$ cat src/verilog/tsab_pkg.sv
package tsab_pkg;

  // --------------------------------------------------------------
  // Bus addressing
  // --------------------------------------------------------------
  localparam logic [3:0] ADDR_UPPER = 4'h9;
  localparam logic [6:0] ALERT_RESPONSE_ADDR = 7'h0C;

  // --------------------------------------------------------------
  // Pointer values
  // --------------------------------------------------------------
  localparam logic [1:0] PTR_TEMPERATURE = 2'h0;
  localparam logic [1:0] PTR_CONFIG = 2'h1;
  localparam logic [1:0] PTR_HYSTERESIS = 2'h2;
  localparam logic [1:0] PTR_OVERTEMP = 2'h3;

  // --------------------------------------------------------------
  // Configuration bit positions
  // --------------------------------------------------------------
  localparam int CFG_SHUTDOWN_BIT = 0;
  localparam int CFG_INTERRUPT_MODE_SELECT_BIT = 1;
  localparam int CFG_POLARITY_BIT = 2;
  localparam int CFG_ALERT_FUNCTION_ENABLE_BIT = 7;

  // --------------------------------------------------------------
  // Reset values
  // --------------------------------------------------------------
  localparam logic [7:0] CONFIG_RESET = 8'h00;
  localparam logic [15:0] HYSTERESIS_RESET = 16'h4B00;
  localparam logic [15:0] OVERTEMP_RESET = 16'h5000;
  localparam logic [1:0] POINTER_RESET = 2'h0;

  // --------------------------------------------------------------
  // Timing
  // --------------------------------------------------------------
  localparam int CLK_FREQ_KHZ = 100000;
  localparam int TIMEOUT_MIN_MS = 75;
  localparam int TIMEOUT_MAX_MS = 325;
  localparam int TIMEOUT_CYCLES = TIMEOUT_MIN_MS * CLK_FREQ_KHZ;

  // --------------------------------------------------------------
  // Serial engine states
  // --------------------------------------------------------------
  typedef enum logic [6:0] {
    ST_IDLE = 7'h01,
    ST_ADDR = 7'h02,
    ST_ADDR_ACK = 7'h04,
    ST_WR_BYTE = 7'h08,
    ST_WR_ACK = 7'h10,
    ST_RD_BYTE = 7'h20,
    ST_RD_ACK = 7'h40
  } tsab_state_type;

endpackage

$ cat src/verilog/tsab_sync.sv
`timescale 1ns/1ps
module tsab_sync #(
  parameter int WIDTH = 5
) (
  input wire logic sys_clk,
  input wire logic rst,
  input wire logic [WIDTH-1:0] async_in,
  output logic [WIDTH-1:0] sync_out
);

  // --------------------------------------------------------------
  // Two-stage synchroniser
  // --------------------------------------------------------------
  logic [WIDTH-1:0] stage_one;

  generate
    if (WIDTH < 1) begin : g_width_check
      $error("tsab_sync WIDTH must be at least 1");
    end
  endgenerate

  always_ff @(posedge sys_clk or posedge rst) begin
    if (rst) begin
      stage_one <= '1;
      sync_out <= '1;
    end else begin
      stage_one <= async_in;
      sync_out <= stage_one;
    end
  end

endmodule

$ cat src/verilog/tsab_top.sv
`timescale 1ns/1ps
// Function
// - Pointer-only write changes pointer, nothing else
// - Config write takes exactly one data byte
// - Limit writes take two data bytes
// - Surplus write bytes discarded, registers untouched
// - Reads return one or two bytes, MSB first
// - Pointer persists, never auto-increments
// - Power-up default is comparator mode
// - Assert when temperature exceeds overtemp limit
// - Comparator deasserts below hysteresis limit
// - Comparator shutdown keeps output state
// - Interrupt mode: any register read deasserts
// - Interrupt events alternate high then low
// - Alert response read clears output
// - Interrupt mode shutdown clears output
// - Alert function needs enable and interrupt mode
// - Output is open-drain, pulls low only
// - Alert response address answered with own address
// - Response LSB tells which limit tripped
// - Lowest address wins alert response arbitration
// - Release alert after answering response
// - Address is 1001 plus select pins
// - Config bit one selects interrupt mode
// - Data line idle timeout releases bus
module tsab_top #(
  parameter int TIMEOUT_CYCLES = tsab_pkg::TIMEOUT_CYCLES
) (
  input wire logic sys_clk,
  input wire logic rst,
  input wire logic scl_in,
  input wire logic sda_in,
  output logic sda_out,
  output logic sda_oe,
  input wire logic address_select_pin_2,
  input wire logic address_select_pin_1,
  input wire logic address_select_pin_0,
  input wire logic [15:0] temperature,
  output logic overtemp_alert_output_out,
  output logic overtemp_alert_output_oe,
  output logic overtemp_indicator,
  output logic [7:0] config_value,
  output logic [15:0] hysteresis_limit,
  output logic [15:0] overtemp_limit
);

  // --------------------------------------------------------------
  // Elaboration checks
  // --------------------------------------------------------------
  if (TIMEOUT_CYCLES < 1) begin : g_timeout_check
    $error("TIMEOUT_CYCLES must be at least 1");
  end

  // --------------------------------------------------------------
  // Pin synchronisation and edge detection
  // --------------------------------------------------------------
  logic [4:0] pins_sync;
  logic scl_prev, sda_prev;
  tsab_sync #(.WIDTH(5)) u_sync (
    .sys_clk(sys_clk),
    .rst(rst),
    .async_in({scl_in, sda_in, address_select_pin_2, address_select_pin_1, address_select_pin_0}),
    .sync_out(pins_sync)
  );
  wire scl_s = pins_sync[4];
  wire sda_s = pins_sync[3];
  wire scl_rise = scl_s & ~scl_prev;
  wire scl_fall = ~scl_s & scl_prev;
  wire start_det = scl_s & scl_prev & sda_prev & ~sda_s;
  wire stop_det = scl_s & scl_prev & ~sda_prev & sda_s;
  wire [6:0] own_addr = {tsab_pkg::ADDR_UPPER, pins_sync[2:0]};

  // --------------------------------------------------------------
  // State
  // --------------------------------------------------------------
  tsab_pkg::tsab_state_type state, next_state;
  logic [3:0] bit_cnt, next_bit_cnt;
  logic [7:0] shift, next_shift, tx, next_tx, stash;
  logic [1:0] byte_idx, next_byte_idx, pointer;
  logic [31:0] idle_cnt;
  logic next_sda_oe, rw, next_rw, is_ara, next_is_ara, rd_more, next_rd_more;
  logic wr_strobe, rd_addr_ack, ara_done, armed_high, limit_flag, prev_int_mode, prev_shutdown;

  // --------------------------------------------------------------
  // Decoding
  // --------------------------------------------------------------
  wire int_mode = config_value[tsab_pkg::CFG_INTERRUPT_MODE_SELECT_BIT];
  wire shutdown = config_value[tsab_pkg::CFG_SHUTDOWN_BIT];
  wire active_high = config_value[tsab_pkg::CFG_POLARITY_BIT];
  wire alert_mode = int_mode & config_value[tsab_pkg::CFG_ALERT_FUNCTION_ENABLE_BIT];
  wire ara_ready = alert_mode & overtemp_indicator;
  wire timed_out = (state != tsab_pkg::ST_IDLE) && (idle_cnt >= 32'(TIMEOUT_CYCLES - 1));
  wire addr_hit = (shift[7:1] == own_addr);
  wire ara_hit = (shift[7:1] == tsab_pkg::ALERT_RESPONSE_ADDR) & shift[0] & ara_ready;
  wire is_limit_ptr = (pointer == tsab_pkg::PTR_HYSTERESIS) || (pointer == tsab_pkg::PTR_OVERTEMP);
  wire [15:0] rd_word = (pointer == tsab_pkg::PTR_TEMPERATURE) ? temperature :
                        (pointer == tsab_pkg::PTR_HYSTERESIS) ? hysteresis_limit :
                        (pointer == tsab_pkg::PTR_OVERTEMP) ? overtemp_limit :
                        {config_value, config_value};
  wire [7:0] ara_byte = {own_addr, limit_flag};
  wire [7:0] first_byte = is_ara ? ara_byte : rd_word[15:8];
  wire [7:0] later_byte = (pointer == tsab_pkg::PTR_CONFIG) ? config_value : rd_word[7:0];
  wire above = $signed(temperature) > $signed(overtemp_limit);
  wire below = $signed(temperature) < $signed(hysteresis_limit);
  wire shutdown_entry = shutdown & ~prev_shutdown;
  wire int_clear = rd_addr_ack | (ara_done & alert_mode) | shutdown_entry;
  wire int_set = ~shutdown & ~overtemp_indicator & (armed_high ? above : below);
  wire pin_level = active_high ? overtemp_indicator : ~overtemp_indicator;

  // --------------------------------------------------------------
  // Serial engine next state
  // --------------------------------------------------------------
  always_comb begin
    next_state = state;
    next_bit_cnt = bit_cnt;
    next_shift = shift;
    next_tx = tx;
    next_byte_idx = byte_idx;
    next_sda_oe = sda_oe;
    next_rw = rw;
    next_is_ara = is_ara;
    next_rd_more = rd_more;
    wr_strobe = 1'b0;
    rd_addr_ack = 1'b0;
    ara_done = 1'b0;
    if (stop_det || timed_out) begin
      next_state = tsab_pkg::ST_IDLE;
      next_sda_oe = 1'b0;
    end else if (start_det) begin
      next_state = tsab_pkg::ST_ADDR;
      next_bit_cnt = 4'h0;
      next_sda_oe = 1'b0;
      next_is_ara = 1'b0;
    end else begin
      case (state)
        tsab_pkg::ST_ADDR: begin
          if (scl_rise) begin
            next_shift = {shift[6:0], sda_s};
            next_bit_cnt = bit_cnt + 4'h1;
          end else if (scl_fall && bit_cnt == 4'h8) begin
            next_state = tsab_pkg::ST_IDLE;
            if (addr_hit || ara_hit) begin
              next_state = tsab_pkg::ST_ADDR_ACK;
              next_sda_oe = 1'b1;
              next_rw = shift[0];
              next_is_ara = ara_hit & ~addr_hit;
              next_byte_idx = 2'h0;
              rd_addr_ack = shift[0] & addr_hit;
            end
          end
        end
        tsab_pkg::ST_ADDR_ACK: begin
          if (scl_fall) begin
            next_bit_cnt = 4'h0;
            if (rw) begin
              next_state = tsab_pkg::ST_RD_BYTE;
              next_tx = first_byte;
              next_sda_oe = ~first_byte[7];
            end else begin
              next_state = tsab_pkg::ST_WR_BYTE;
              next_sda_oe = 1'b0;
            end
          end
        end
        tsab_pkg::ST_WR_BYTE: begin
          if (scl_rise) begin
            next_shift = {shift[6:0], sda_s};
            next_bit_cnt = bit_cnt + 4'h1;
          end else if (scl_fall && bit_cnt == 4'h8) begin
            next_state = tsab_pkg::ST_WR_ACK;
            next_sda_oe = 1'b1;
            wr_strobe = 1'b1;
          end
        end
        tsab_pkg::ST_WR_ACK: begin
          if (scl_fall) begin
            next_state = tsab_pkg::ST_WR_BYTE;
            next_bit_cnt = 4'h0;
            next_sda_oe = 1'b0;
            next_byte_idx = (byte_idx == 2'h3) ? byte_idx : byte_idx + 2'h1;
          end
        end
        tsab_pkg::ST_RD_BYTE: begin
          if (scl_rise) begin
            next_bit_cnt = bit_cnt + 4'h1;
            if (is_ara && !sda_oe && !sda_s) begin
              next_state = tsab_pkg::ST_IDLE;
            end
          end else if (scl_fall) begin
            if (bit_cnt == 4'h8) begin
              next_state = tsab_pkg::ST_RD_ACK;
              next_sda_oe = 1'b0;
              ara_done = is_ara;
            end else begin
              next_tx = {tx[6:0], 1'b0};
              next_sda_oe = ~tx[6];
            end
          end
        end
        tsab_pkg::ST_RD_ACK: begin
          if (scl_rise) begin
            next_rd_more = ~sda_s;
          end else if (scl_fall) begin
            next_state = tsab_pkg::ST_IDLE;
            if (rd_more) begin
              next_state = tsab_pkg::ST_RD_BYTE;
              next_bit_cnt = 4'h0;
              next_byte_idx = 2'h1;
              next_tx = is_ara ? ara_byte : later_byte;
              next_sda_oe = is_ara ? ~ara_byte[7] : ~later_byte[7];
            end
          end
        end
        default: next_state = tsab_pkg::ST_IDLE;
      endcase
    end
  end

  // --------------------------------------------------------------
  // Serial engine registers
  // --------------------------------------------------------------
  always_ff @(posedge sys_clk or posedge rst) begin
    if (rst) begin
      state <= tsab_pkg::ST_IDLE;
      bit_cnt <= 4'h0;
      shift <= 8'h00;
      tx <= 8'h00;
      byte_idx <= 2'h0;
      sda_oe <= 1'b0;
      sda_out <= 1'b0;
      rw <= 1'b0;
      is_ara <= 1'b0;
      rd_more <= 1'b0;
      scl_prev <= 1'b1;
      sda_prev <= 1'b1;
    end else begin
      state <= next_state;
      bit_cnt <= next_bit_cnt;
      shift <= next_shift;
      tx <= next_tx;
      byte_idx <= next_byte_idx;
      sda_oe <= next_sda_oe;
      sda_out <= 1'b0;
      rw <= next_rw;
      is_ara <= next_is_ara;
      rd_more <= next_rd_more;
      scl_prev <= scl_s;
      sda_prev <= sda_s;
    end
  end

  // --------------------------------------------------------------
  // Data line idle timer
  // --------------------------------------------------------------
  always_ff @(posedge sys_clk or posedge rst) begin
    if (rst) begin
      idle_cnt <= 32'h0;
    end else if (state == tsab_pkg::ST_IDLE || sda_s != sda_prev) begin
      idle_cnt <= 32'h0;
    end else begin
      idle_cnt <= idle_cnt + 32'h1;
    end
  end

  // --------------------------------------------------------------
  // Register writes
  // --------------------------------------------------------------
  always_ff @(posedge sys_clk or posedge rst) begin
    if (rst) begin
      pointer <= tsab_pkg::POINTER_RESET;
      config_value <= tsab_pkg::CONFIG_RESET;
      hysteresis_limit <= tsab_pkg::HYSTERESIS_RESET;
      overtemp_limit <= tsab_pkg::OVERTEMP_RESET;
      stash <= 8'h00;
    end else if (wr_strobe) begin
      if (byte_idx == 2'h0) begin
        pointer <= shift[1:0];
      end else if (byte_idx == 2'h1 && pointer == tsab_pkg::PTR_CONFIG) begin
        config_value <= shift;
      end else if (byte_idx == 2'h1 && is_limit_ptr) begin
        stash <= shift;
      end else if (byte_idx == 2'h2 && pointer == tsab_pkg::PTR_HYSTERESIS) begin
        hysteresis_limit <= {stash, shift};
      end else if (byte_idx == 2'h2 && pointer == tsab_pkg::PTR_OVERTEMP) begin
        overtemp_limit <= {stash, shift};
      end
    end
  end

  // --------------------------------------------------------------
  // Overtemperature indicator
  // --------------------------------------------------------------
  always_ff @(posedge sys_clk or posedge rst) begin
    if (rst) begin
      overtemp_indicator <= 1'b0;
      armed_high <= 1'b1;
      limit_flag <= 1'b0;
      prev_int_mode <= 1'b0;
      prev_shutdown <= 1'b0;
    end else begin
      prev_int_mode <= int_mode;
      prev_shutdown <= shutdown;
      if (int_mode != prev_int_mode) begin
        overtemp_indicator <= 1'b0;
        armed_high <= 1'b1;
      end else if (!int_mode) begin
        if (!shutdown && above) begin
          overtemp_indicator <= 1'b1;
        end else if (!shutdown && below) begin
          overtemp_indicator <= 1'b0;
        end
      end else if (int_set) begin
        overtemp_indicator <= 1'b1;
        armed_high <= ~armed_high;
        limit_flag <= armed_high;
      end else if (int_clear) begin
        overtemp_indicator <= 1'b0;
      end
    end
  end

  // --------------------------------------------------------------
  // Open-drain output pin
  // --------------------------------------------------------------
  always_ff @(posedge sys_clk or posedge rst) begin
    if (rst) begin
      overtemp_alert_output_out <= 1'b0;
      overtemp_alert_output_oe <= 1'b0;
    end else begin
      overtemp_alert_output_out <= 1'b0;
      overtemp_alert_output_oe <= ~pin_level;
    end
  end

endmodule

$ cat config.mk
export PLATFORM = sky130hd
export DESIGN_NAME = tsab_top
export DESIGN_NICKNAME = d
export VERILOG_FILES = /design/src/verilog/tsab_pkg.sv /design/src/verilog/tsab_sync.sv /design/src/verilog/tsab_top.sv
export SDC_FILE = /design/constraint.sdc
export NUM_CORES = 1
export LEC_CHECK = 0
export BUFFER_PORTS_ARGS = -buffer_cell sky130_fd_sc_hd__buf_2
export CAP_MARGIN = 20
export CORE_AREA = 10 10 120 122
export CTS_CLUSTER_DIAMETER = 120
export DETAILED_ROUTE_END_ITERATION = 16
export DIE_AREA = 0 0 130 132
export PLACE_DENSITY = 0.86
export SLEW_MARGIN = 20
export SYNTH_ARGS = -nofsm -noshare
export SYNTH_HDL_FRONTEND = slang
export SYNTH_SLANG_ARGS = --single-unit
$ cat constraint.sdc
create_clock -name sys_clk -period 9.4 [get_ports sys_clk]
set_clock_uncertainty 0.05 [all_clocks]
set_input_delay 1.41 -clock sys_clk [delete_from_list [all_inputs] [get_ports sys_clk]]
set_output_delay 1.41 -clock sys_clk [all_outputs]
set_load 0.005 [all_outputs]
After elaboration in Yosys (flattened, before gate mapping)
Cells that the tools add are included.
{"block": "word_totals", "output_inout_bits": 45, "elab_cells": 275, "inputBits": 23, "regBits": 132}
{"block": "op_classes", "eq_ne": 54, "mux": 101, "add_sub_neg": 3, "reduce_logical": 49, "n_lt_le_gt_ge": 3, "bitwise": 40}
{"cell": "$mux 7", "count": 23}
{"cell": "$mux 1", "count": 50}
{"cell": "$mux 16", "count": 3}
{"cell": "$ne 4x4->1 const B", "count": 12}
{"cell": "$pmux 7 s6", "count": 1}
{"cell": "$reduce_and 11->1", "count": 3}
{"cell": "$add 32x1->32 const B", "count": 1}
{"cell": "$ge 32x23->1 const B", "count": 1}
{"cell": "$mux 32", "count": 1}
{"cell": "$ne 2x2->1 const B", "count": 13}
{"cell": "$mux 4", "count": 6}
{"cell": "$not 1->1", "count": 21}
{"cell": "$pmux 7 s3", "count": 1}
{"cell": "$and 1x1->1", "count": 17}
{"cell": "$gt 16x16->1", "count": 1}
{"cell": "$lt 16x16->1", "count": 1}
{"cell": "$mux 2", "count": 8}
{"cell": "$mux 8", "count": 2}
{"cell": "$ne 5x5->1 const B", "count": 3}
{"cell": "$eq 7x4->1 const B", "count": 2}
{"cell": "$reduce_and 13->1", "count": 1}
{"cell": "$mux 6", "count": 2}
{"cell": "$pmux 4 s3", "count": 1}
{"cell": "$reduce_and 4->1", "count": 3}
{"cell": "other kinds (37)", "count": 73}

Depth between registers and ports, before layout
{"block": "depth", "word_depth": 16, "depth_mapped": 9, "mapped_depth_nobuf": 9}

Cells and area by module
A second synthesis with hierarchy kept.
{"block": "hier_totals", "cells_unflattened": 704, "hier_area_um2": 7482.2}
{"module": "tsab_top", "cells_each": 693, "area_per_inst_um2": 7215.7, "n_inst": 1, "seq_area_each_um2": 3065.4}
{"module": "tsab_sync", "cells_each": 11, "area_per_inst_um2": 266.5, "n_inst": 1, "seq_area_each_um2": 262.8}

Worst setup path after synthesis
OpenSTA, ideal clock, no wires.
{"block": "synth_timing", "path_kind": "input to register", "start": "in temperature[15]", "end": "reg armed_high", "path_stages": 8, "setup_slack_ns": 6.046, "n_path_buf": 0, "setup_time_ns": 0.092, "arrival_ns": 3.212, "t_required_ns": 9.258, "cell_sequence": "ha_1 > nand4_1 > or4_1 > a21oi_1 > o31a_1 > o221ai_1 > o41ai_1 > a21oi_1"}
{"block": "synth_via", "elab_chain_len": 5, "word_cells_on_any_way": 6, "classes_between": "2 x order compare; 1 x mux; 1 x bitwise; 2 x reduce/logical"}
{"element": "start: declaration", "line_no": "tsab_top.sv:38", "rtl": "input wire logic [15:0] temperature,"}
{"element": "$lt 16x16->1 or $gt 16x16->1 (tied branches)", "line_no": "tsab_top.sv:104, tsab_top.sv:103"}
{"element": "$mux 1 *", "line_no": "tsab_top.sv:107", "rtl": "wire int_set = ~shutdown & ~overtemp_indicator & (armed_high ? above : below);"}
{"element": "$and 1x1->1 *", "line_no": "tsab_top.sv:107"}
{"element": "$reduce_bool 2->1 (no line) *"}
{"element": "$reduce_and 2->1 (no line) *"}
{"element": "end signal: assignment", "line_no": "tsab_top.sv:314", "rtl": "armed_high <= ~armed_high;"}
{"element": "end: declaration", "line_no": "tsab_top.sv:82", "rtl": "logic wr_strobe, rd_addr_ack, ara_done, armed_high, limit_flag, prev_int_mode, prev_shutdown;"}
Mark *: on every way between the ends. The rest lies on a longest branch, timed or not.
A chain may end at the register's enable or synchronous reset.

Worst setup path in the final report
{"block": "layout_timing", "start": "reg idle_cnt[16]", "end": "reg overtemp_limit[11]"}
{"block": "layout_via", "elab_chain_len": 5}
{"element": "start: declaration", "line_no": "tsab_top.sv:80", "rtl": "logic [31:0] idle_cnt;"}
{"element": "start signal: assignment", "line_no": "tsab_top.sv:261", "rtl": "idle_cnt <= idle_cnt + 32'h1;"}
{"element": "$ge 32x23->1", "line_no": "tsab_top.sv:92", "rtl": "wire timed_out = (state != tsab_pkg::ST_IDLE) && (idle_cnt >= 32'(TIMEOUT_CYCLES - 1));"}
{"element": "$logic_and 1x1->1", "line_no": "tsab_top.sv:92"}
{"element": "$logic_or 1x1->1", "line_no": "tsab_top.sv:126", "rtl": "if (stop_det || timed_out) begin"}
{"element": "$mux 1", "line_no": "tsab_top.sv:126"}
{"element": "$reduce_and 6->1 (no line)"}
{"element": "end signal: assignment", "line_no": "tsab_top.sv:273", "rtl": "overtemp_limit <= tsab_pkg::OVERTEMP_RESET;"}
{"element": "end signal: assignment", "line_no": "tsab_top.sv:285", "rtl": "overtemp_limit <= {stash, shift};"}
{"element": "end: declaration", "line_no": "tsab_top.sv:44", "rtl": "output logic [15:0] overtemp_limit"}
No other way between the ends.

==> run metrics <==
Max FO, Critical Path=16; Synth Cell Area=7620 um2; first-pass GRT wire length=32700 um; CTS max path bufs=2; ys async rst share=100%; post-CTS sizing=0; top cells by area, synth=dfrtp_1, ha_1, dfstp_2; Mean Syn Cell Area=10.7 um2; Core Area=11900 um2; unrepaired setup endpoints after global routing=no; fin nets=838; element type at the critical path end=register; total congestion overflow=0; Max stage delay on crit path=880 ps; post-synth top area share=36.8%; Die ar.=17200 um2; initial antenna violation count=0; num rows=40; Final Core Density=73.0%; synth warn=0; Die Wd=130 um; Residual DRC=0; DRT iter0 DRCs=649; final WL=20200 um; Final Hold Fails=0; fin. max-slew vios=0; crit path launch type=register; largest family of logic cells by synthesized area=simple AND/OR/NAND/NOR gates; LEAKAGE=0.00388 uW; synth cell count leaders=dfrtp_1, nor2_1, inv_1, nand2_1, mux2_2; number of vias per cell=6.63; most common cell in the netlist=dfrtp_1; Worst Path Required=9660 ps; routability congestion estimate=0.952; clk root buf=clkbuf_16; WL/cell=21.7 um; postcts setup bufs=0; ys flop type=dfrtp_1; WL met2=9930 um; IO Pins=68; Arr. time, crit path=4180 ps; Die Ht=132 um; TritonCTS clock tree=yes; mux cell area share after synthesis=15.8%; FMAX=0.255 GHz; total CTS buffers=17; setup violators final=0; final cell count without fillers=932; P&R area growth vs syn=14.1%; length of routed met3 wiring=1760 um; placed cell count=899; Min-Delay Path Class=register to register; Synth Area in Simple Gates=16.0%; pin count of the biggest net entering global routing=83; post-DP HPWL=13800 um; via count=6176; Synth Area in Compound Gates=9.64%; status=complete, no violations; critical path class=register to register; post-synthesis sequential area ratio=43.7%; Period minus WS final=3920 ps; Cell Pwr Density=159 nW/um2; Clock Sinks=132; share of post-route cells with drive strength above 1=26.9%; worst path cell trace=and2_1, or4_1, a21o_1, a221o_1, or4_4, nor3_4, mux2_2; Post-Route M1 WL=7770 um; Power Total=1390 uW; peak supply drop=0.228 mV; synth unique cells=67; GRT Util Overall=24.2%; number of max-cap violations=0; hold buffers post-CTS=0; cell taking the most area after synthesis=dfrtp_1; Synth Register Bits=132; Tcrit/Tclk final=41.7%; Rel. slew slack=27.6%; critical path's slowest cell=nor3_4; setup TNS=0 ps; insertion delay to the later sink of the worst-skew pair=440 ps; port bufs=65; Final ANT Viol Nets=0; Worst Max-Slew Pin Slew=1080 ps; Starting Density=64.0%; Post-Synth Adder-Cell Area=7.06%; xor and xnor area share after synthesis=3.45%; Mapped Cells=710; top routing layer in use=met4; clk slew on worst S/H paths=60 ps; Post-synth EDFFs=0; htree depth=4; DRT Pass-1 Iters=6; vias in the first global route=6176
[state kept, by name, summed over array words and instances (netlist names), 2 cells and up]
register          flops
idle_cnt             32
tx                    7
shift                 8
pointer               2
bit_cnt               4
state                 7
u_sync.stage_one      5
overtemp_limit       16
hysteresis_limit     16
config_value          8
u_sync.sync_out       5
byte_idx              2
stash                 8
[critical path, delay by kind of cell (launching register included)]
kind	cells	cell delay (ps)
flops	1	410
mux	1	440
compound gates	2	750
simple gates	4	2120
[path summary, 6_finish.rpt]
check,end,depth (start not counted),slack [ps],startpoint
setup / recovery,overtemp_limit[11]$_DFFE_PP0P_,7,5480,idle_cnt[16]$_DFF_PP0_
hold / removal,u_sync.sync_out[1]$_DFF_PP1_,0,310,u_sync.stage_one[1]$_DFF_PP1_
setup reg to reg,overtemp_limit[11]$_DFFE_PP0P_,7,5480,idle_cnt[16]$_DFF_PP0_
hold reg to reg,u_sync.sync_out[1]$_DFF_PP1_,0,310,u_sync.stage_one[1]$_DFF_PP1_
max in group asynchronous,config_value[0]$_DFFE_PP0P_,3,6860,rst
min in group asynchronous,idle_cnt[3]$_DFF_PP0_,2,1010,rst
[metal layers]
metal	track usage, %	up-vias
met3	7.08	80
met2	39.1	355
met1	29.2	3042
met5	0	-
met4	10.4	0
li1	-	2699
[final cells by class]
type	instances	area (um2)
multi-input cells	502	3970
flip-flops and latches	132	3330
fillers	756	3220
clock buffers	20	457
repair buffers	70	370
clock inverters	11	199
inverters	49	186
well taps	147	184
diodes	1	2.50
[cells in the final DEF (no fill, tap or decap), drive strengths merged, types with 4 or more instances in the layout]
cell	count
a211o	4
a31oi	5
clkinv	4
a21oi	30
o21ai	24
or2	4
nand2b	9
o31ai	5
mux4	16
a21o	5
nand2	46
xor2	23
and3	10
or4	6
nor4	9
ha	43
nor3	17
nor2	57
clkbuf	20
or3	12
nand3	24
nand4	13
mux2	64
dfstp	20
buf	70
mux2i	5
o211ai	6
xnor2	7
inv	51
nor2b	5
dfrtp	112
bufinv	5
[cells by family (layout without fill, tap and decap cells)]
logic type | count (synthesis) | count (layout)
AO/OA/AOI/OAI | 112 | 112
XOR/XNOR | 30 | 30
adder cells (fa/ha/maj) | 43 | 43
buffers and inverters | 77 | 150
flip-flops | 132 | 132
multiplexers | 85 | 85
other | 1 | 3
AND/OR/NAND/NOR | 230 | 230
[per-stage QoR]
step           setup WS (ps)  hold slack (ps)  instance area (um2)
2_1_floorplan           4450              295                 7620
3_3_place_gp            5630              296                 8020
3_5_place_dp            5510              297                 8020
4_1_cts                 5490              305                 8680
5_1_grt                 5340              308                 8690
6_report                5480              306                 8690
[report_power, final]
part	total [uW]	switching [uW]	internal (uW)
logic	63.6	40.1	23.5
registers	581	5.89	575
clock network	741	256	485
total	1390	302	1080
Power figures use the tool's default switching activity.
